`src/bcs_defs.vh`:
```
/*
 * Constants for the battery charge state controller: state codes, target
 * selects and timing counts. Assumes a 250 MHz core clock.
 */
`ifndef BCS_DEFS_VH
`define BCS_DEFS_VH

`define BCS_ST_W 9
`define BCS_ST_DISABLED 9'h001
`define BCS_ST_DEAD 9'h002
`define BCS_ST_DEAD_PQ 9'h004
`define BCS_ST_PREQUAL 9'h008
`define BCS_ST_FC_CC 9'h010
`define BCS_ST_FC_CV 9'h020
`define BCS_ST_TOPOFF 9'h040
`define BCS_ST_DONE 9'h080
`define BCS_ST_FAULT 9'h100

// Current target scale codes.
`define BCS_SCALE_W 2
`define BCS_SCALE_OFF 2'h0
`define BCS_SCALE_HALF 2'h1
`define BCS_SCALE_FULL 2'h2

`define BCS_CLK_MHZ 250
`define BCS_TOPOFF_S 16
// Cycle counts are worked out at timer width; a 32-bit product would wrap.
`define BCS_TOPOFF_CYC (`BCS_TOPOFF_S * `BCS_CLK_MHZ * 42'hF4240)
`define BCS_PQ_MIN 30
`define BCS_PQ_CYC (`BCS_PQ_MIN * 42'h3C * `BCS_CLK_MHZ * 42'hF4240)
`define BCS_FC_MIN 180
`define BCS_FC_CYC (`BCS_FC_MIN * 42'h3C * `BCS_CLK_MHZ * 42'hF4240)
`define BCS_TMR_W 42

`endif

```
`src/bcs_sync.v`:
```
/*
 * Two-flop synchroniser bank for asynchronous comparator flags.
 * Assumes inputs are quasi-static relative to the clock.
 */
`timescale 1ns/10ps
module bcs_sync #(
    parameter W = 8
) (
    // Clock and reset
    input wire clk,
    input wire rstn,
    // Flags
    input wire [W-1:0] async_in,
    output reg [W-1:0] sync_out
);
    reg [W-1:0] meta_q;

    always @(posedge clk) begin
        if (!rstn) begin
            meta_q <= {W{1'b0}};
            sync_out <= {W{1'b0}};
        end else begin
            meta_q <= async_in;
            sync_out <= meta_q;
        end
    end
endmodule

```
`src/bcs_charge_ctrl.v`:
```
/*
 * Charge state sequencer of a single-cell lithium charger. Takes analog
 * comparator flags and drives charger enables and target selects.
 * Assumes all comparator flags and the disable pin are asynchronous.
 */
`timescale 1ns/10ps
`include "bcs_defs.vh"
module bcs_charge_ctrl #(
    parameter [`BCS_TMR_W-1:0] PQ_CYC = `BCS_PQ_CYC,
    parameter [`BCS_TMR_W-1:0] FC_CYC = `BCS_FC_CYC,
    parameter [`BCS_TMR_W-1:0] TOPOFF_CYC = `BCS_TOPOFF_CYC
) (
    // Clock and reset
    input wire clk,
    input wire rstn,
    // Pins and supply comparators
    input wire charge_disable_in,
    input wire vin_above_uvlo_rising,
    input wire vin_above_uvlo_falling,
    input wire vin_over_ovlo,
    input wire timer_disable,
    // Battery voltage comparators
    input wire vbat_above_dead_batt,
    input wire vbat_above_dead_batt_upper,
    input wire vbat_above_prequal_upper,
    input wire vbat_at_regulation,
    input wire vbat_below_restart,
    // Charge current comparators
    input wire ibat_below_done,
    input wire ibat_above_done_margin,
    // Thermistor band comparators
    input wire therm_above_cold,
    input wire therm_above_cool,
    input wire therm_above_warm,
    input wire therm_above_hot,
    // Die temperature and program pin checks
    input wire die_above_temp_reg,
    input wire done_pin_shorted,
    input wire done_pin_open,
    // Charger controls
    output reg linear_en,
    output reg switcher_en,
    output reg internal_linear_regulator_en,
    output reg low_power,
    output reg soft_start_en,
    output reg [`BCS_SCALE_W-1:0] prequal_scale,
    output reg [`BCS_SCALE_W-1:0] done_scale,
    output reg [`BCS_SCALE_W-1:0] fast_scale,
    output reg fast_foldback,
    output reg vreg_reduced,
    output reg timer_run,
    output reg [`BCS_ST_W-1:0] state
);
    // Every comparator flag and the disable pin cross into the clock domain
    // through one two-flop bank, so each reaches the sequencer two edges
    // after it changes; the two undervoltage flags take one more edge through vin_ok_q.
    localparam NS = 19;
    wire [NS-1:0] s;

    bcs_sync #(.W(NS)) u_sync (
        .clk(clk),
        .rstn(rstn),
        .async_in({charge_disable_in, vin_above_uvlo_rising,
            vin_above_uvlo_falling, vin_over_ovlo, timer_disable,
            vbat_above_dead_batt, vbat_above_dead_batt_upper,
            vbat_above_prequal_upper, vbat_at_regulation,
            vbat_below_restart, ibat_below_done, ibat_above_done_margin,
            therm_above_cold, therm_above_cool, therm_above_warm,
            therm_above_hot, die_above_temp_reg, done_pin_shorted,
            done_pin_open}),
        .sync_out(s)
    );

    wire dis_s = s[18];
    wire uv_rise_s = s[17];
    wire uv_fall_s = s[16];
    wire ovlo_s = s[15];
    wire tmr_off_s = s[14];
    wire vb_dead_s = s[13];
    wire vb_dup_s = s[12];
    wire vb_pq_s = s[11];
    wire vb_reg_s = s[10];
    wire vb_rst_s = s[9];
    wire i_lo_s = s[8];
    wire i_hi_s = s[7];
    wire t_cold_s = s[6];
    wire t_cool_s = s[5];
    wire t_warm_s = s[4];
    wire t_hot_s = s[3];
    wire die_s = s[2];
    wire dn_short_s = s[1];
    wire dn_open_s = s[0];

    // Input supply is valid once above the rising threshold and stays valid
    // down to the falling threshold; a disable toggle re-arms the check.
    reg vin_ok_q;
    reg dis_prev_q;
    reg [`BCS_ST_W-1:0] st_q;
    reg [`BCS_ST_W-1:0] st_d;
    // The timers are 42 bits wide so that the longest fast-charge limit at
    // the core clock rate fits without wrapping.
    reg [`BCS_TMR_W-1:0] pq_tmr_q;
    reg [`BCS_TMR_W-1:0] fc_tmr_q;
    reg [`BCS_TMR_W-1:0] to_tmr_q;
    reg from_done_q;

    wire therm_in_range = t_cold_s & ~t_hot_s;
    wire therm_cool_band = t_cold_s & ~t_cool_s;
    wire therm_full_band = t_cool_s & ~t_hot_s;
    wire charging = st_q[1] | st_q[2] | st_q[3] | st_q[4] | st_q[5] |
        st_q[6];
    // Charger is suspended, timers frozen, outside the thermistor band or
    // above the overvoltage limit.
    wire suspend = ~therm_in_range | ovlo_s;
    wire dis_rise = dis_s & ~dis_prev_q;
    wire enable_ok = ~dis_s & vin_ok_q;
    wire pq_exp = ~tmr_off_s & (pq_tmr_q >= PQ_CYC);
    wire fc_exp = ~tmr_off_s & (fc_tmr_q >= FC_CYC);
    // Short check is active only in the full-current band and not in dead
    // battery or thermal foldback.
    wire short_flt = dn_short_s & therm_full_band & ~die_s &
        ~st_q[1];

    // Current scale shared by the prequal, done and fast-charge targets:
    // full in the normal band, half in the cool band, off elsewhere.
    function [`BCS_SCALE_W-1:0] scale_of;
        input cool;
        input full;
        begin
            if (full)
                scale_of = `BCS_SCALE_FULL;
            else if (cool)
                scale_of = `BCS_SCALE_HALF;
            else
                scale_of = `BCS_SCALE_OFF;
        end
    endfunction

    always @(posedge clk) begin
        if (!rstn) begin
            vin_ok_q <= 1'b0;
            dis_prev_q <= 1'b1;
        end else begin
            dis_prev_q <= dis_s;
            if (!uv_fall_s)
                vin_ok_q <= 1'b0;
            else if (uv_rise_s)
                vin_ok_q <= 1'b1;
            else if (dis_rise)
                vin_ok_q <= 1'b0;
        end
    end

    // One transition per cycle from the registered state.
    always @* begin
        st_d = st_q;
        if (!enable_ok && !st_q[8]) begin
            st_d = `BCS_ST_DISABLED;
        end else begin
            case (st_q)
                `BCS_ST_DISABLED: begin
                    // Entry goes straight to the state for the cell level.
                    if (!vb_dead_s)
                        st_d = `BCS_ST_DEAD;
                    else if (!vb_dup_s)
                        st_d = `BCS_ST_DEAD_PQ;
                    else if (!vb_pq_s)
                        st_d = `BCS_ST_PREQUAL;
                    else
                        st_d = `BCS_ST_FC_CC;
                end
                `BCS_ST_DEAD: begin
                    if (pq_exp)
                        st_d = `BCS_ST_FAULT;
                    else if (!suspend && vb_dead_s)
                        st_d = `BCS_ST_DEAD_PQ;
                end
                `BCS_ST_DEAD_PQ: begin
                    if (pq_exp || short_flt)
                        st_d = `BCS_ST_FAULT;
                    else if (!suspend && vb_dup_s)
                        st_d = `BCS_ST_PREQUAL;
                end
                `BCS_ST_PREQUAL: begin
                    if (pq_exp || short_flt)
                        st_d = `BCS_ST_FAULT;
                    else if (!suspend && vb_pq_s)
                        st_d = `BCS_ST_FC_CC;
                end
                `BCS_ST_FC_CC: begin
                    if (fc_exp || short_flt)
                        st_d = `BCS_ST_FAULT;
                    else if (!suspend && vb_reg_s)
                        st_d = `BCS_ST_FC_CV;
                end
                `BCS_ST_FC_CV: begin
                    if (fc_exp || short_flt)
                        st_d = `BCS_ST_FAULT;
                    else if (!suspend && i_lo_s)
                        st_d = `BCS_ST_TOPOFF;
                end
                `BCS_ST_TOPOFF: begin
                    if (short_flt)
                        st_d = `BCS_ST_FAULT;
                    else if (!suspend && to_tmr_q >= TOPOFF_CYC)
                        st_d = `BCS_ST_DONE;
                    else if (!suspend && i_hi_s)
                        st_d = `BCS_ST_FC_CV;
                end
                `BCS_ST_DONE: begin
                    // An open done pin gives zero done current, so the
                    // fast-charge timer still bounds the stay here.
                    if (fc_exp && dn_open_s)
                        st_d = `BCS_ST_FAULT;
                    else if (short_flt)
                        st_d = `BCS_ST_FAULT;
                    else if (vb_rst_s)
                        st_d = `BCS_ST_FC_CC;
                end
                `BCS_ST_FAULT: begin
                    // Only a disable edge or loss of supply leaves here.
                    if (dis_rise || !vin_ok_q)
                        st_d = `BCS_ST_DISABLED;
                end
                default: st_d = `BCS_ST_DISABLED;
            endcase
        end
    end

    // Timers follow the next state, so a timer starts counting on the edge
    // that enters its state and clears on the edge that leaves it. A cold,
    // hot or overvoltage suspend holds the count and never clears it.
    always @(posedge clk) begin
        if (!rstn) begin
            st_q <= `BCS_ST_DISABLED;
            pq_tmr_q <= {`BCS_TMR_W{1'b0}};
            fc_tmr_q <= {`BCS_TMR_W{1'b0}};
            to_tmr_q <= {`BCS_TMR_W{1'b0}};
            from_done_q <= 1'b0;
        end else begin
            st_q <= st_d;
            if (st_q[7] && st_d[4])
                from_done_q <= 1'b1;
            else if (!st_d[4] && !st_d[5])
                from_done_q <= 1'b0;
            if (!(st_d[1] | st_d[2] | st_d[3]))
                pq_tmr_q <= {`BCS_TMR_W{1'b0}};
            else if (!suspend && !pq_exp)
                pq_tmr_q <= pq_tmr_q + 1'b1;
            if (!(st_d[4] | st_d[5] | st_d[6] | st_d[7]))
                fc_tmr_q <= {`BCS_TMR_W{1'b0}};
            else if (st_q[7] && st_d[4])
                fc_tmr_q <= {`BCS_TMR_W{1'b0}};
            else if (!suspend && !fc_exp && !st_q[6])
                fc_tmr_q <= fc_tmr_q + 1'b1;
            if (!st_d[6])
                to_tmr_q <= {`BCS_TMR_W{1'b0}};
            else if (!suspend && to_tmr_q < TOPOFF_CYC)
                to_tmr_q <= to_tmr_q + 1'b1;
        end
    end

    // Registered outputs decoded from the current state and the synchronised flags.
    // Decoding the present state rather than the next one keeps every
    // output on a flop with no path from a pin, and lets the state port
    // and the enables change on the same edge.
    always @(posedge clk) begin
        if (!rstn) begin
            linear_en <= 1'b0;
            switcher_en <= 1'b0;
            internal_linear_regulator_en <= 1'b0;
            low_power <= 1'b1;
            soft_start_en <= 1'b0;
            prequal_scale <= `BCS_SCALE_OFF;
            done_scale <= `BCS_SCALE_OFF;
            fast_scale <= `BCS_SCALE_OFF;
            fast_foldback <= 1'b0;
            vreg_reduced <= 1'b0;
            timer_run <= 1'b0;
            state <= `BCS_ST_DISABLED;
        end else begin
            state <= st_q;
            internal_linear_regulator_en <= ~st_q[0];
            low_power <= st_q[0];
            linear_en <= (st_q[1] | st_q[2]) & ~suspend;
            switcher_en <= (st_q[2] | st_q[3] | st_q[4] | st_q[5] |
                st_q[6]) & ~suspend;
            soft_start_en <= ~from_done_q;
            if (dn_open_s) begin
                prequal_scale <= `BCS_SCALE_OFF;
                done_scale <= `BCS_SCALE_OFF;
            end else begin
                prequal_scale <= scale_of(therm_cool_band,
                    therm_full_band);
                done_scale <= scale_of(therm_cool_band,
                    therm_full_band);
            end
            fast_scale <= scale_of(therm_cool_band,
                therm_full_band);
            fast_foldback <= die_s;
            vreg_reduced <= t_warm_s & ~t_hot_s;
            timer_run <= charging & ~suspend & ~tmr_off_s;
        end
    end
endmodule

```
`config.mk`:
```
export PLATFORM = sky130hd
export DESIGN_NAME = bcs_charge_ctrl
export DESIGN_NICKNAME = d
export VERILOG_FILES = /design/src/bcs_sync.v /design/src/bcs_charge_ctrl.v
export VERILOG_INCLUDE_DIRS = /design/src
export SDC_FILE = /design/constraint.sdc
export NUM_CORES = 1
export LEC_CHECK = 0
export BUFFER_PORTS_ARGS = -buffer_cell sky130_fd_sc_hd__buf_2
export CAP_MARGIN = 40
export CELL_PAD_IN_SITES_DETAIL_PLACEMENT = 0
export CELL_PAD_IN_SITES_GLOBAL_PLACEMENT = 1
export CORE_UTILIZATION = 51
export CTS_CLUSTER_DIAMETER = 50
export CTS_CLUSTER_SIZE = 16
export DETAILED_ROUTE_END_ITERATION = 10
export GPL_ROUTABILITY_DRIVEN = 0
export PLACE_DENSITY_LB_ADDON = 0.3
export RECOVER_POWER = 25
export REMOVE_ABC_BUFFERS = 1
export SYNTH_ARGS = -nofsm -noshare
export SYNTH_HDL_FRONTEND = slang
export SYNTH_SLANG_ARGS = --single-unit
```
`constraint.sdc`:
```
create_clock -name clk -period 7.18 [get_ports clk]
set_input_delay 1.436 -clock clk [delete_from_list [all_inputs] [get_ports clk]]
set_output_delay 1.436 -clock clk [all_outputs]
set_load 0.02 [all_outputs]
```
After elaboration in Yosys (flattened, before gate mapping)
Cells that the tools add are included.
{"block": "classes", "magnitude_cmp": 4, "mux": 28, "n_eq_ne": 17, "addsub": 3, "n_bitwise": 43, "reduce_logical": 36}
{"operator": "9-bit two-way mux", "n": 17}
{"operator": "42-bit by 1-bit adder with 42-bit output, second input constant", "n": 3}
{"operator": "9-bit one-hot mux with 9 select lines", "n": 1}
{"operator": "42-bit by 32-bit >= comparator with 1-bit output, second input constant", "n": 1}
{"operator": "42-bit by 39-bit >= comparator with 1-bit output, second input constant", "n": 1}
{"operator": "42-bit >= comparator, second input constant", "n": 1}
{"operator": "42-bit by 32-bit < comparator with 1-bit output, second input constant", "n": 1}
{"operator": "1-bit bitwise AND", "n": 15}
{"operator": "1-bit logical AND", "n": 15}
{"operator": "5-bit two-way mux", "n": 3}
{"operator": "3-bit inequality test, second input constant", "n": 5}
{"operator": "1-bit bitwise OR", "n": 15}
{"operator": "1-bit NOT", "n": 13}
{"operator": "9-bit by 1-bit == test with 1-bit output, second input constant", "n": 1}
{"operator": "9-bit by 2-bit == test with 1-bit output, second input constant", "n": 1}
{"operator": "9-bit by 3-bit == test with 1-bit output, second input constant", "n": 1}
{"operator": "9-bit by 4-bit == test with 1-bit output, second input constant", "n": 1}
{"operator": "9-bit by 5-bit == test with 1-bit output, second input constant", "n": 1}
{"operator": "9-bit by 6-bit == test with 1-bit output, second input constant", "n": 1}
{"operator": "9-bit by 7-bit == test with 1-bit output, second input constant", "n": 1}
{"operator": "9-bit by 8-bit == test with 1-bit output, second input constant", "n": 1}
{"operator": "9-bit == test, second input constant", "n": 1}
{"operator": "1-bit logical NOT", "n": 9}
{"operator": "8-bit two-way mux", "n": 1}
{"operator": "11 further kinds", "n": 21}
{"block": "totals", "ff_bits": 197, "in_bits": 21, "output_inout_bits": 23}

Logic depth before layout (Yosys ltp)
Gate-level depths: netlist of the first run.
{"block": "logic_depth", "depth_word": 16, "depth_mapped": 10, "mapped_depth_nobuf": 8}

Cells and area by module
From an unflattened synthesis of the first run, not the netlist that was laid out.
{"block": "hier_totals", "cells_unflattened": 956, "hier_area_um2": 8831.0}
{"mod": "bcs_charge_ctrl", "n_inst": 1, "cells_each": 876, "area_each_um2": 7793.7}
{"mod": "bcs_sync", "n_inst": 1, "cells_each": 80, "area_each_um2": 1037.2}

Worst setup path after synthesis of the first run
Ideal clock, no wire load.
{"block": "synth_path", "path_kind": "reg-to-reg", "from": "register fc_tmr_q[27]", "to": "register fc_tmr_q[37]", "required_ns": 7.053, "slack_ns": 4.794, "path_stages_with_launch": 9, "synth_period_minus_slack_ns": 2.386, "arrival_time_ns": 2.259, "path_cell_list": "dfxtp_1 or4_4 nor4_4 o2111ai_2 nand2_2 o41ai_2 nor4_4 buf_6 a211oi_2"}
{"block": "synth_via", "elab_chain_len": 11, "word_cells_on_any_way": 19, "classes_between": "add/sub: 1; order compare: 1; mux: 5; bitwise: 5; reduce/logical: 7"}
{"element": "start, declared", "line_no": "bcs_charge_ctrl.v:103", "rtl": "reg [`BCS_TMR_W-1:0] fc_tmr_q;"}
{"element": "start signal, assigned", "line_no": "bcs_charge_ctrl.v:237", "rtl": "fc_tmr_q <= {`BCS_TMR_W{1'b0}};"}
{"element": "start signal, assigned", "line_no": "bcs_charge_ctrl.v:251", "rtl": "fc_tmr_q <= {`BCS_TMR_W{1'b0}};"}
{"element": "start signal, assigned", "line_no": "bcs_charge_ctrl.v:253", "rtl": "fc_tmr_q <= {`BCS_TMR_W{1'b0}};"}
{"element": "42-bit >= comparator", "line_no": "bcs_charge_ctrl.v:118", "rtl": "wire fc_exp = ~tmr_off_s & (fc_tmr_q >= FC_CYC);"}
{"element": "1-bit bitwise AND", "line_no": "bcs_charge_ctrl.v:118"}
{"element": "1-bit logical AND / 1-bit logical OR (equally long branches)", "line_no": "bcs_charge_ctrl.v:213, bcs_charge_ctrl.v:191, bcs_charge_ctrl.v:197"}
{"element": "9-bit two-way mux (on tied branches)", "line_no": "bcs_charge_ctrl.v:213, bcs_charge_ctrl.v:191, bcs_charge_ctrl.v:197"}
{"element": "9-bit one-hot mux with 9 select lines", "line_no": "bcs_charge_ctrl.v:160", "rtl": "case (st_q)"}
{"element": "8-bit two-way mux", "line_no": "bcs_charge_ctrl.v:157", "rtl": "if (!enable_ok && !st_q[8]) begin"}
{"element": "1-bit bitwise OR (3 in a row)", "line_no": "bcs_charge_ctrl.v:250", "rtl": "if (!(st_d[4] | st_d[5] | st_d[6] | st_d[7]))"}
{"element": "1-bit NOT (no line)"}
{"element": "3-bit OR reduction (no line)"}
Parallel ways exist; a longest one is shown, timed or not.
A chain may end at the register's enable or synchronous reset.

==> results of run 1 <==
[worst paths after layout]
check | startpoint | to | slack [ps]
hold reg to reg | u_sync.meta_q[17]$_SDFF_PN0_ | u_sync.sync_out[17]$_SDFF_PN0_ | 430
hold / removal | u_sync.meta_q[17]$_SDFF_PN0_ | u_sync.sync_out[17]$_SDFF_PN0_ | 430
setup reg to reg | st_q[4]$_SDFF_PN0_ | fc_tmr_q[23]$_SDFFE_PP0P_ | 4280
setup / recovery | rstn | timer_run$_SDFF_PN0_ | 4150
[per-stage QoR]
stage / hold slack, ps / power [mW] / setup slack [ps]
floorplan: 386 / 1.14 / 2940
global route: 454 / 2.16 / 3880
detailed placement: 417 / 1.16 / 4250
finish: 434 / 2.09 / 4150
CTS: 435 / 2.11 / 4290
global placement: 413 / 1.16 / 4300
[area by class of cell]
| type | count | area [um^2] | area share (%) |
|---|---|---|---|
| timing repair buffer | 54 | 297 | 2.97 |
| multi-input combinational | 753 | 4740 | 47.5 |
| clock buffer | 17 | 425 | 4.26 |
| clock inverter | 15 | 179 | 1.79 |
| tap | 225 | 282 | 2.82 |
| sequential | 196 | 3920 | 39.3 |
| inverter | 35 | 131 | 1.32 |
[placed cells by master (no fill, tap or decap), types with 4 or more instances in the layout]
cell type	Yosys	layout
and2_0	0	22
xnor2_1	108	108
o21ai_0	16	16
a31oi_1	4	4
inv_8	0	4
nor3_2	41	41
nand2_1	59	59
buf_2	12	42
nand2b_1	4	4
clkbuf_16	0	17
nor3_1	58	58
nor2_1	147	147
o211ai_1	5	5
a211oi_1	6	6
ha_1	6	6
nand3_1	58	58
and2_1	58	36
nand4_1	25	25
dfxtp_1	196	196
or3_1	9	9
or2_2	6	6
nor4_1	28	28
nor3b_1	5	4
and4_1	8	8
buf_4	3	9
a21oi_1	21	21
inv_1	34	34
and3_1	15	15
clkinv_8	0	4
xor2_1	4	4
[state kept, by name, indices dropped and copies added, names as in the netlist, 2 cells and up]
signal and flops:
fc_tmr_q 42, to_tmr_q 42, st_q 9, fast_scale 2
state 9, u_sync.sync_out 19, u_sync.meta_q 19, pq_tmr_q 42
done_scale 2
[routing by layer]
| metal | wire length [um] | vias to the layer above | global-route usage (%) |
|---|---|---|---|
| li1 | - | 3607 | - |
| met1 | 9000 | 3310 | 28.7 |
| met2 | 8560 | 117 | 34.3 |
| met3 | 588 | 17 | 3.15 |
| met4 | 204 | 0 | 7.93 |
| met5 | 0 | - | 0 |
[power groups by stage]
stage | Combinational (mW) | Sequential, mW | Clock (mW)
after floorplan | 0.0154 | 1.13 | 0
after global placement | 0.0320 | 1.13 | 0
after detailed placement | 0.0325 | 1.13 | 0
after CTS | 0.0326 | 1.10 | 0.976
after global routing | 0.0352 | 1.10 | 1.02
final | 0.0316 | 1.10 | 0.951
[worst max-delay path, delay by kind of cell]
kind,cells,cell delay [ps]
simple gates,1,230
compound gates,1,330
buf+inv,2,1380
[logic make-up after synthesis]
logic type	after synthesis
DFF	196
muxes	3
adders and majority gates	6
AOI/OAI and AO/OA	91
and+or+nand+nor	541
xor gates and xnor gates	112
buffers and inverters	83
==> impl_metrics.env, run 1 <==
export IMPL_outcome="completed"
export IMPL_clock_fmax_ghz=0.330
export IMPL_comb_power_share_pct=1.5
export IMPL_muxShareOfSynthArea_pct=0.347
export IMPL_rsz0062_at_grt="no"
export IMPL_worst_slew_pin_slew_ps=1160
export IMPL_drt_wirelength_per_cell_um=14.2
export IMPL_p_sw_share_pct=24.0
export IMPL_clockRootBuffer="clkbuf_16"
export IMPL_dp_hpwl_mm=12.2
export IMPL_postLayoutCellArea_um2=9980
export IMPL_die_w_um=135
export IMPL_placed_cell_area_um2=9380
export IMPL_netlist_area_um2=9020
export IMPL_first_pass_iters=5
export IMPL_tns_ps=0
export IMPL_dpl_cell_count=1263
export IMPL_io_pins=44
export IMPL_relSlewSlack_pct=23.0
export IMPL_drt_iter0_markers=365
export IMPL_synth_seq_cells=196
export IMPL_cts_buffer_depth=2
export IMPL_setup_viol=0
export IMPL_hold_depth=1
export IMPL_fillCellCount=1529
export IMPL_finalMaxSlewViolations=0
export IMPL_ctsResizeCount=0
export IMPL_criticalPathCategory="in -> reg"
export IMPL_cp_start_kind="input port"
export IMPL_post_synth_and_or_nand_nor_area_fraction_pct=33.2
export IMPL_power_switching_mw=0.501
export IMPL_cts_buffers=17
export IMPL_grt_overflow_total=0
export IMPL_synthAdderAreaFrac_pct=0.832
export IMPL_dieArea_um2=18200
export IMPL_synth_most_common_cell="dfxtp_1"
export IMPL_clk_pin_slew_ps=70
export IMPL_synth_avg_cell_area_um2=8.75
export IMPL_cellLeakagePower_nw=3.01
export IMPL_hold_violations=0
export IMPL_synth_area_top_cells="dfxtp_1 (43%), xnor2_1 (10%), nor2_1 (6.1%), nor3_2 (4.5%), and2_1 (4.0%)"
export IMPL_synth_seq_area_share_pct=43.5
export IMPL_core_um2=17300
export IMPL_viasPerCell=5.44
export IMPL_drcViolationCount=0
export IMPL_nets=1084
export IMPL_end_kind="register"
export IMPL_syn_inst=1032
export IMPL_cts_tree="built"
export IMPL_final_cells=1295
export IMPL_path_cells="clkbuf_1, clkbuf_1, nand2_1, a211oi_1"
export IMPL_insertion_delay_ps=450
export IMPL_htreeDepth=4
export IMPL_async_flop_share_pct=0
export IMPL_start_util_pct=52.2
export IMPL_intPower_mw=1.58
export IMPL_grt_pass1_wl_mm=31.1
export IMPL_synth_edf_count=0
export IMPL_die_h_um=135
export IMPL_peakVddDrop_mv=0.169
export IMPL_cp_data_required_time_ps=7520
export IMPL_cp_arrival_ps=3370
export IMPL_pwr_share_clk_pct=45.6
export IMPL_hp_class="reg -> reg"
export IMPL_synth_top_family_by_area="simple AND/OR/NAND/NOR gates"
export IMPL_num_rows=48
export IMPL_io_buffer_count=43
export IMPL_syn2layout_area_growth_pct=10.6
export IMPL_ant_nets=0
export IMPL_critPathMostFrequentCell="clkbuf_1"
export IMPL_reg2regPathDepth=8
export IMPL_synth_top_area_share_pct=43.5
export IMPL_antenna_cells=0
export IMPL_cts_setup_buffers=0
export IMPL_cts_hold_buf=0
export IMPL_yosysTopAreaCell="dfxtp_1"
export IMPL_num_vias=7051
export IMPL_synth_compound_area_share_pct=7.17
export IMPL_routed_wl_mm=18.4
export IMPL_fin_crit_sh_pct=42.1
export IMPL_drive_above_1_share_pct=14.0
export IMPL_grt_pass1_vias=6513
export IMPL_clock_sinks=196
export IMPL_grt_antenna_before_repair=0
export IMPL_power_density_nw_per_um2=209
export IMPL_skew_ps=11.6
export IMPL_yosys_warnings=0
export IMPL_cap_viol_max_count=0
export IMPL_grtUsageTotal_pct=21.2
export IMPL_ys_flop_type="dfxtp_1"
export IMPL_crit_slowest_cell="clkbuf_1"
export IMPL_p_seq_share_pct=52.9
export IMPL_grt_max_degree=43
export IMPL_cpPeakStageDelay_ps=920
export IMPL_period_needed_ps=3030
export IMPL_synth_distinct_cells=69
export IMPL_crit_fanout=38
export IMPL_synthTopCellsByCount="dfxtp_1 (196), nor2_1 (147), xnor2_1 (108), nand2_1 (59)"
export IMPL_post_route_util_pct=57.7
export IMPL_synth_xor_area_share_pct=10.9
(Power assumes the default switching activity.)
==> inputs of run 2 (changes only) <==
- ABC_AREA: unset -> 1
- CORE_UTILIZATION: 51 -> 40
- clock period: 7.18 -> 2.6 ns (I/O delays scaled with it)
==> run 2 against run 1 <==
The flow now finishes with violations (max-capacitance violations, max-slew violations). Design area up 13%. Core utilization down 11 points. Final cell count rose by 42%. Worst setup slack worse by 3900 ps. Global-route usage shrank 3.3 points. Critical path depth increased by 11. Power rose to 2.8 times the previous value. Die area increased by 39%. Sequential share of layout area decreased by 4.6 points. Via count rose by 20%. Critical path type is now reg -> reg. Largest power group unchanged.
==> impl_metrics.env, run 2 <==
export IMPL_finalMaxSlewViolations=39
export IMPL_synth_avg_cell_area_um2=6.85
export IMPL_die_w_um=159
export IMPL_setup_viol=0
export IMPL_layout_commonest_cell="nand2_1"
export IMPL_nets=1535
export IMPL_reg_top3="fc_tmr_q x42, pq_tmr_q x42, to_tmr_q x42"
export IMPL_fin_crit_sh_pct=89.7
export IMPL_cp_startpoint="fc_tmr_q[37]$_SDFFE_PP0P_"
export IMPL_grt_max_degree=43
export IMPL_outcome="finished, violations left"
export IMPL_m1WireLength_mm=11.5
export IMPL_async_flop_share_pct=0
export IMPL_core_um2=24200
export IMPL_cellLeakagePower_nw=5.03
export IMPL_grt_pass1_vias=7984
export IMPL_reg2reg_slack_ps=270
export IMPL_io_buffer_count=43
export IMPL_antenna_cells=0
export IMPL_insertion_delay_ps=440
export IMPL_worst_slew_pin_slew_ps=1520
export IMPL_die_h_um=159
export IMPL_top_layer_used="met4"
export IMPL_synth_distinct_cells=51
export IMPL_wl_met3_um=586
export IMPL_routed_wl_mm=21.8
export IMPL_crit_slowest_cell="dfxtp_1"
export IMPL_hold_violations=0
export IMPL_fin_total_pwr_mw=5.91
export IMPL_drive_above_1_share_pct=11.1
export IMPL_num_vias=8452
export IMPL_synth_most_common_cell="nand2_1"
export IMPL_tns_ps=0
export IMPL_dp_hpwl_mm=16.4
export IMPL_final_cells=1845
export IMPL_drt_wirelength_per_cell_um=11.8
export IMPL_grtUsageTotal_pct=18.0
export IMPL_synthTopCellsByCount="nand2_1 (333), inv_1 (285), dfxtp_1 (196), nor2_1 (178), nand3_1 (72)"
export IMPL_cp_depth=15
export IMPL_netlist_area_um2=9860
export IMPL_ant_nets=0
export IMPL_drcViolationCount=0
export IMPL_critPathMostFrequentCell="nand2_1"
export IMPL_synth_seq_area_share_pct=39.8
export IMPL_htreeDepth=4
export IMPL_wl_met2_mm=9.49
export IMPL_yosys_warnings=0
export IMPL_skew_ps=17.3
export IMPL_drt_iter0_markers=518
export IMPL_io_pins=44
export IMPL_cts_buffer_depth=2
export IMPL_clock_sinks=196
export IMPL_whs_ps=250
export IMPL_cts_buffers=17
export IMPL_relSlewSlack_pct=-1.43
export IMPL_rsz0062_at_grt="no"
export IMPL_timing_final_ws_setup_ps=268
export IMPL_viasPerCell=4.58
export IMPL_crit_fanout=42
export IMPL_violations="max-capacitance violations, max-slew violations"
export IMPL_cts_tree="built"
export IMPL_cpPeakStageDelay_ps=380
export IMPL_first_pass_iters=5
export IMPL_final_cell_mix="nand2_1 (332), inv_1 (284), dfxtp_1 (196), nor2_1 (178), nand3_1 (70)"
export IMPL_ys_flop_type="dfxtp_1"
export IMPL_start_util_pct=40.7
export IMPL_path_cells="nand2_1, inv_1, nand3_1, nor2_1, nor3b_2, nand2_1, nand2_1, nand3_1, nand4_1, nand2_1, o21ai_0, nand3_1, nand2_2, buf_12, nor2_1"
export IMPL_period_needed_ps=2330
export IMPL_cp_data_required_time_ps=2930
export IMPL_grt_antenna_before_repair=0
export IMPL_clk_pin_slew_ps=90
export IMPL_cp_arrival_ps=2670
export IMPL_syn_inst=1441
export IMPL_cp_top_family="simple AND/OR/NAND/NOR gates"
export IMPL_dieArea_um2=25300
export IMPL_synth_edf_count=0
export IMPL_dpl_cell_count=1810
export IMPL_grt_overflow_total=0
export IMPL_min_from="therm_above_warm"
export IMPL_criticalPathCategory="reg -> reg"
export IMPL_cap_viol_max_count=1
export IMPL_critPathBufInv=2
export IMPL_yosysTopAreaCell="dfxtp_1"
export IMPL_num_rows=57
export IMPL_cts_hold_buf=0
export IMPL_dpl_worst_slack_ps=224
export IMPL_timing_rr_end="fc_tmr_q[16]$_SDFFE_PP0P_"
export IMPL_clock_fmax_ghz=0.429
export IMPL_synth_seq_cells=196
export IMPL_power_density_nw_per_um2=524
export IMPL_syn2layout_area_growth_pct=14.4
export IMPL_clockRootBuffer="clkbuf_16"
export IMPL_fillCellCount=2555
export IMPL_synth_area_top_cells="dfxtp_1 (40%), nand2_1 (13%), inv_1 (11%), nor2_1 (6.8%), xor2_1 (5.1%)"
export IMPL_cp_start_kind="register"
export IMPL_setup_worst_path_end="fc_tmr_q[16]$_SDFFE_PP0P_"
export IMPL_grt_pass1_wl_mm=37.6
export IMPL_hp_class="in -> reg"
export IMPL_end_kind="register"
export IMPL_synth_top_area_share_pct=39.8
export IMPL_r2r_start="fc_tmr_q[37]$_SDFFE_PP0P_"
export IMPL_reg2regPathDepth=15
export IMPL_peakVddDrop_mv=0.437
==> run 2: changes by cell type after synthesis, sizes merged, moves of 17 or more <==
| cell | delta |
|---|---|
| xor2 | +53 |
| nor2 | +49 |
| nor3 | -49 |
| nand2 | +282 |
| nand3 | +18 |
| inv | +262 |
| clkbuf | -17 |
| xnor2 | -91 |
| and2 | -57 |
==> run 2: layout make-up <==
type,count,area [um^2],area share (%)
Clock buffer,17,425,3.77
Clock inverter,15,216,1.92
Inverter,299,1130,10.0
Multi-Input combinational cell,920,4700,41.6
Sequential cell,196,3920,34.8
Tap cell,324,405,3.59
Timing Repair Buffer,74,490,4.35
==> run 2: logic make-up after synthesis <==
group | Yosys count | synth area share [%]
adder cells (fa/ha/maj) | 6 | 0.761
buffers and inverters | 325 | 12.9
XOR/XNOR | 74 | 6.57
flip-flops | 196 | 39.8
AND/OR/NAND/NOR | 758 | 35.3
AO/OA/AOI/OAI | 82 | 4.73
==> run 2: per-layer routing <==
metal / track usage, % / vias to the layer above
met3: 3.62 / 22
li1: - / 4581
met1: 24.9 / 3733
met5: 0 / -
met2: 28.6 / 116
met4: 4.28 / 0
==> run 2: worst min-delay path: cells and delay by family <==
| kind | cells | cell delay [ps] |
|---|---|---|
| AND/OR/NAND/NOR | 1 | 40 |
| buffers and inverters | 2 | 110 |
==> run 2: what timing repair did <==
item,4_1_cts,5_1_grt
resized for setup,0,7
setup endpoints to repair,0,20
buffers inserted,0,2
endpoints found under the hold margin,0,0
==> run 2: per-stage QoR <==
stage / utilization (%) / cell area, um^2
final: 46.5 / 11300
after detailed placement: 43.7 / 10600
after floorplan: - / 9720
after CTS: 46.3 / 11200
after global routing: 46.5 / 11300
after global placement: 43.7 / 10600
==> run 2: how the worst min path moves through the flow <==
stage                                           endpoint  cells after the start
after floorplan            u_sync.sync_out[0]$_SDFF_PN0_                      2
after global placement    u_sync.sync_out[17]$_SDFF_PN0_                      2
after detailed placement  u_sync.sync_out[16]$_SDFF_PN0_                      2
after CTS                    u_sync.meta_q[4]$_SDFF_PN0_                      3
after global routing        u_sync.meta_q[12]$_SDFF_PN0_                      3
final                        u_sync.meta_q[4]$_SDFF_PN0_                      3
==> run 2: where the power goes <==
group | internal, mW | switching (mW)
sequential | 3.03 | 0.0109
clock | 1.35 | 1.42
combinational | 0.0379 | 0.0698
==> inputs of run 3 (changes only) <==
- CORE_UTILIZATION: 40 -> 48
- clock period: 2.6 -> 2.8 ns (I/O delays scaled with it)
==> run 3 against run 2 <==
The run still ends with max-capacitance violations, max-slew violations left. Clock skew is 0.59 ps lower. Design area down 2.3%. Global-route usage grew 3.4 points. Sequential share of layout area up 0.80 points. Highest routed layer unchanged. Core utilization increased by 8.2 points. Die area is 16% lower. Critical path type unchanged. Fmax shrank 5.4%.
==> impl_metrics.env, run 3 (same netlist as run 2, synthesis figures left out) <==
export IMPL_drive_above_1_share_pct=9.73
export IMPL_drcViolationCount=0
export IMPL_io_pins=44
export IMPL_end_kind="register"
export IMPL_violations="max-capacitance violations, max-slew violations"
export IMPL_intPower_mw=4.19
export IMPL_ctsResizeCount=0
export IMPL_io_buffer_count=43
export IMPL_final_cell_mix="nand2_1 (333), inv_1 (285), dfxtp_1 (196), nor2_1 (178), nand3_1 (72)"
export IMPL_p_sw_share_pct=24.8
export IMPL_period_needed_ps=2460
export IMPL_tns_ps=0
export IMPL_drt_iter0_markers=577
export IMPL_grt_antenna_before_repair=0
export IMPL_fin_total_pwr_mw=5.57
export IMPL_clockRootBuffer="clkbuf_16"
export IMPL_hp_class="in -> reg"
export IMPL_peakVddDrop_mv=0.342
export IMPL_cp_data_required_time_ps=3170
export IMPL_nets=1514
export IMPL_setup_viol=0
export IMPL_ant_nets=0
export IMPL_cts_hold_buf=0
export IMPL_pwr_share_clk_pct=47.6
export IMPL_finalMaxSlewViolations=47
export IMPL_clock_sinks=196
export IMPL_grt_max_degree=47
export IMPL_die_h_um=145
export IMPL_rsz0062_at_grt="no"
export IMPL_power_density_nw_per_um2=505
export IMPL_criticalPathCategory="reg -> reg"
export IMPL_timing_final_ws_setup_ps=336
export IMPL_syn2layout_area_growth_pct=11.8
export IMPL_first_pass_iters=7
export IMPL_cellLeakagePower_nw=4.94
export IMPL_cp_startpoint="fc_tmr_q[0]$_SDFFE_PP0P_"
export IMPL_cts_buffer_depth=2
export IMPL_cts_buffers=17
export IMPL_start_util_pct=48.9
export IMPL_comb_power_share_pct=1.7
export IMPL_fillCellCount=2067
export IMPL_die_w_um=145
export IMPL_grtUsageTotal_pct=21.3
export IMPL_worst_slew_pin_slew_ps=1780
export IMPL_min_from="die_above_temp_reg"
export IMPL_fin_crit_sh_pct=88.0
export IMPL_skew_ps=16.7
export IMPL_p_seq_share_pct=50.7
export IMPL_grt_overflow_total=0
export IMPL_relSlewSlack_pct=-18.7
export IMPL_r2r_start="fc_tmr_q[0]$_SDFFE_PP0P_"
export IMPL_num_rows=52
export IMPL_layout_commonest_cell="nand2_1"
export IMPL_grt_pass1_wl_mm=37.3
export IMPL_reg_top3="fc_tmr_q x42, pq_tmr_q x42, to_tmr_q x42"
export IMPL_antenna_cells=0
export IMPL_cap_viol_max_count=1
export IMPL_crit_fanout=3
export IMPL_drt_wirelength_per_cell_um=12.2
export IMPL_whs_ps=295
export IMPL_hold_violations=0
export IMPL_power_switching_mw=1.38
export IMPL_htreeDepth=4
export IMPL_cp_start_kind="register"
export IMPL_dp_hpwl_mm=16.0
export IMPL_insertion_delay_ps=440
export IMPL_core_um2=20200
export IMPL_routed_wl_mm=21.6
export IMPL_grt_pass1_vias=8024
export IMPL_cp_arrival_ps=2840
export IMPL_outcome="finished, violations left"
export IMPL_clock_fmax_ghz=0.406
export IMPL_clk_pin_slew_ps=80
export IMPL_dpl_worst_slack_ps=328
export IMPL_cts_tree="built"
export IMPL_post_route_util_pct=54.7
export IMPL_dieArea_um2=21100
export IMPL_num_vias=8532
export IMPL_viasPerCell=4.82
export IMPL_cts_setup_buffers=0
## run 3: changes by cell type in the layout (fill, tap and decap cells not counted), sizes merged
| cell | before | now |
|---|---|---|
| buf | 68 | 51 |
| clkbuf | 23 | 19 |
| inv | 303 | 308 |
| bufinv | 0 | 1 |
| clkinv | 10 | 5 |
| clkinvlp | 1 | 0 |
## run 3: path summary, 6_finish.rpt
path / depth (start not counted) / end / slack [ps]
max: 14 / fc_tmr_q[32]$_SDFFE_PP0P_ / 340
min: 3 / u_sync.meta_q[2]$_SDFF_PN0_ / 290
max reg2reg: 14 / fc_tmr_q[32]$_SDFFE_PP0P_ / 340
min reg2reg: 2 / u_sync.sync_out[16]$_SDFF_PN0_ / 420
## run 3: area by class of cell
cell class	count	area (um^2)	share of cell area, %
Sequential cell	196	3920	35.6
Clock buffer	17	425	3.86
Timing Repair Buffer	53	323	2.93
Inverter	299	1120	10.2
Clock inverter	15	228	2.06
Multi-Input combinational cell	920	4670	42.3
Tap cell	270	338	3.06
## run 3: power groups by stage
stage	Clock, mW	Sequential [mW]	Combinational, mW
floorplan	0	2.89	0.0461
global placement	0	2.89	0.0952
detailed placement	0	2.89	0.0953
CTS	2.71	2.83	0.0960
global route	2.83	2.83	0.108
finish	2.65	2.82	0.0947
## run 3: per-stage QoR
stage               instances  cell area, um^2
floorplan                1415             9720
global placement         1738            10400
detailed placement       1738            10400
CTS                      1770            11000
global route             1770            11000
finish                   1770            11000
## run 3: layer usage
metal | routed length [um] | global-route usage, % | share of wire, %
met4 | 384 | 6.26 | 1.8
met1 | 10400 | 28.3 | 48
met3 | 864 | 4.01 | 4.0
met2 | 9910 | 35.3 | 46
met5 | 0 | 0 | 0
## run 3: worst max-delay path: stages (launching register included)
cell and delay (ps):
dfxtp_1 370, ha_1 180, inv_1 80, nor3_2 170
inv_1 110, nor2_1 190, inv_1 120, nor2_1 210
inv_1 120, nor4_1 390, xor2_1 200, nand2_1 60
nand2_1 80, inv_1 40, nor2_1 80
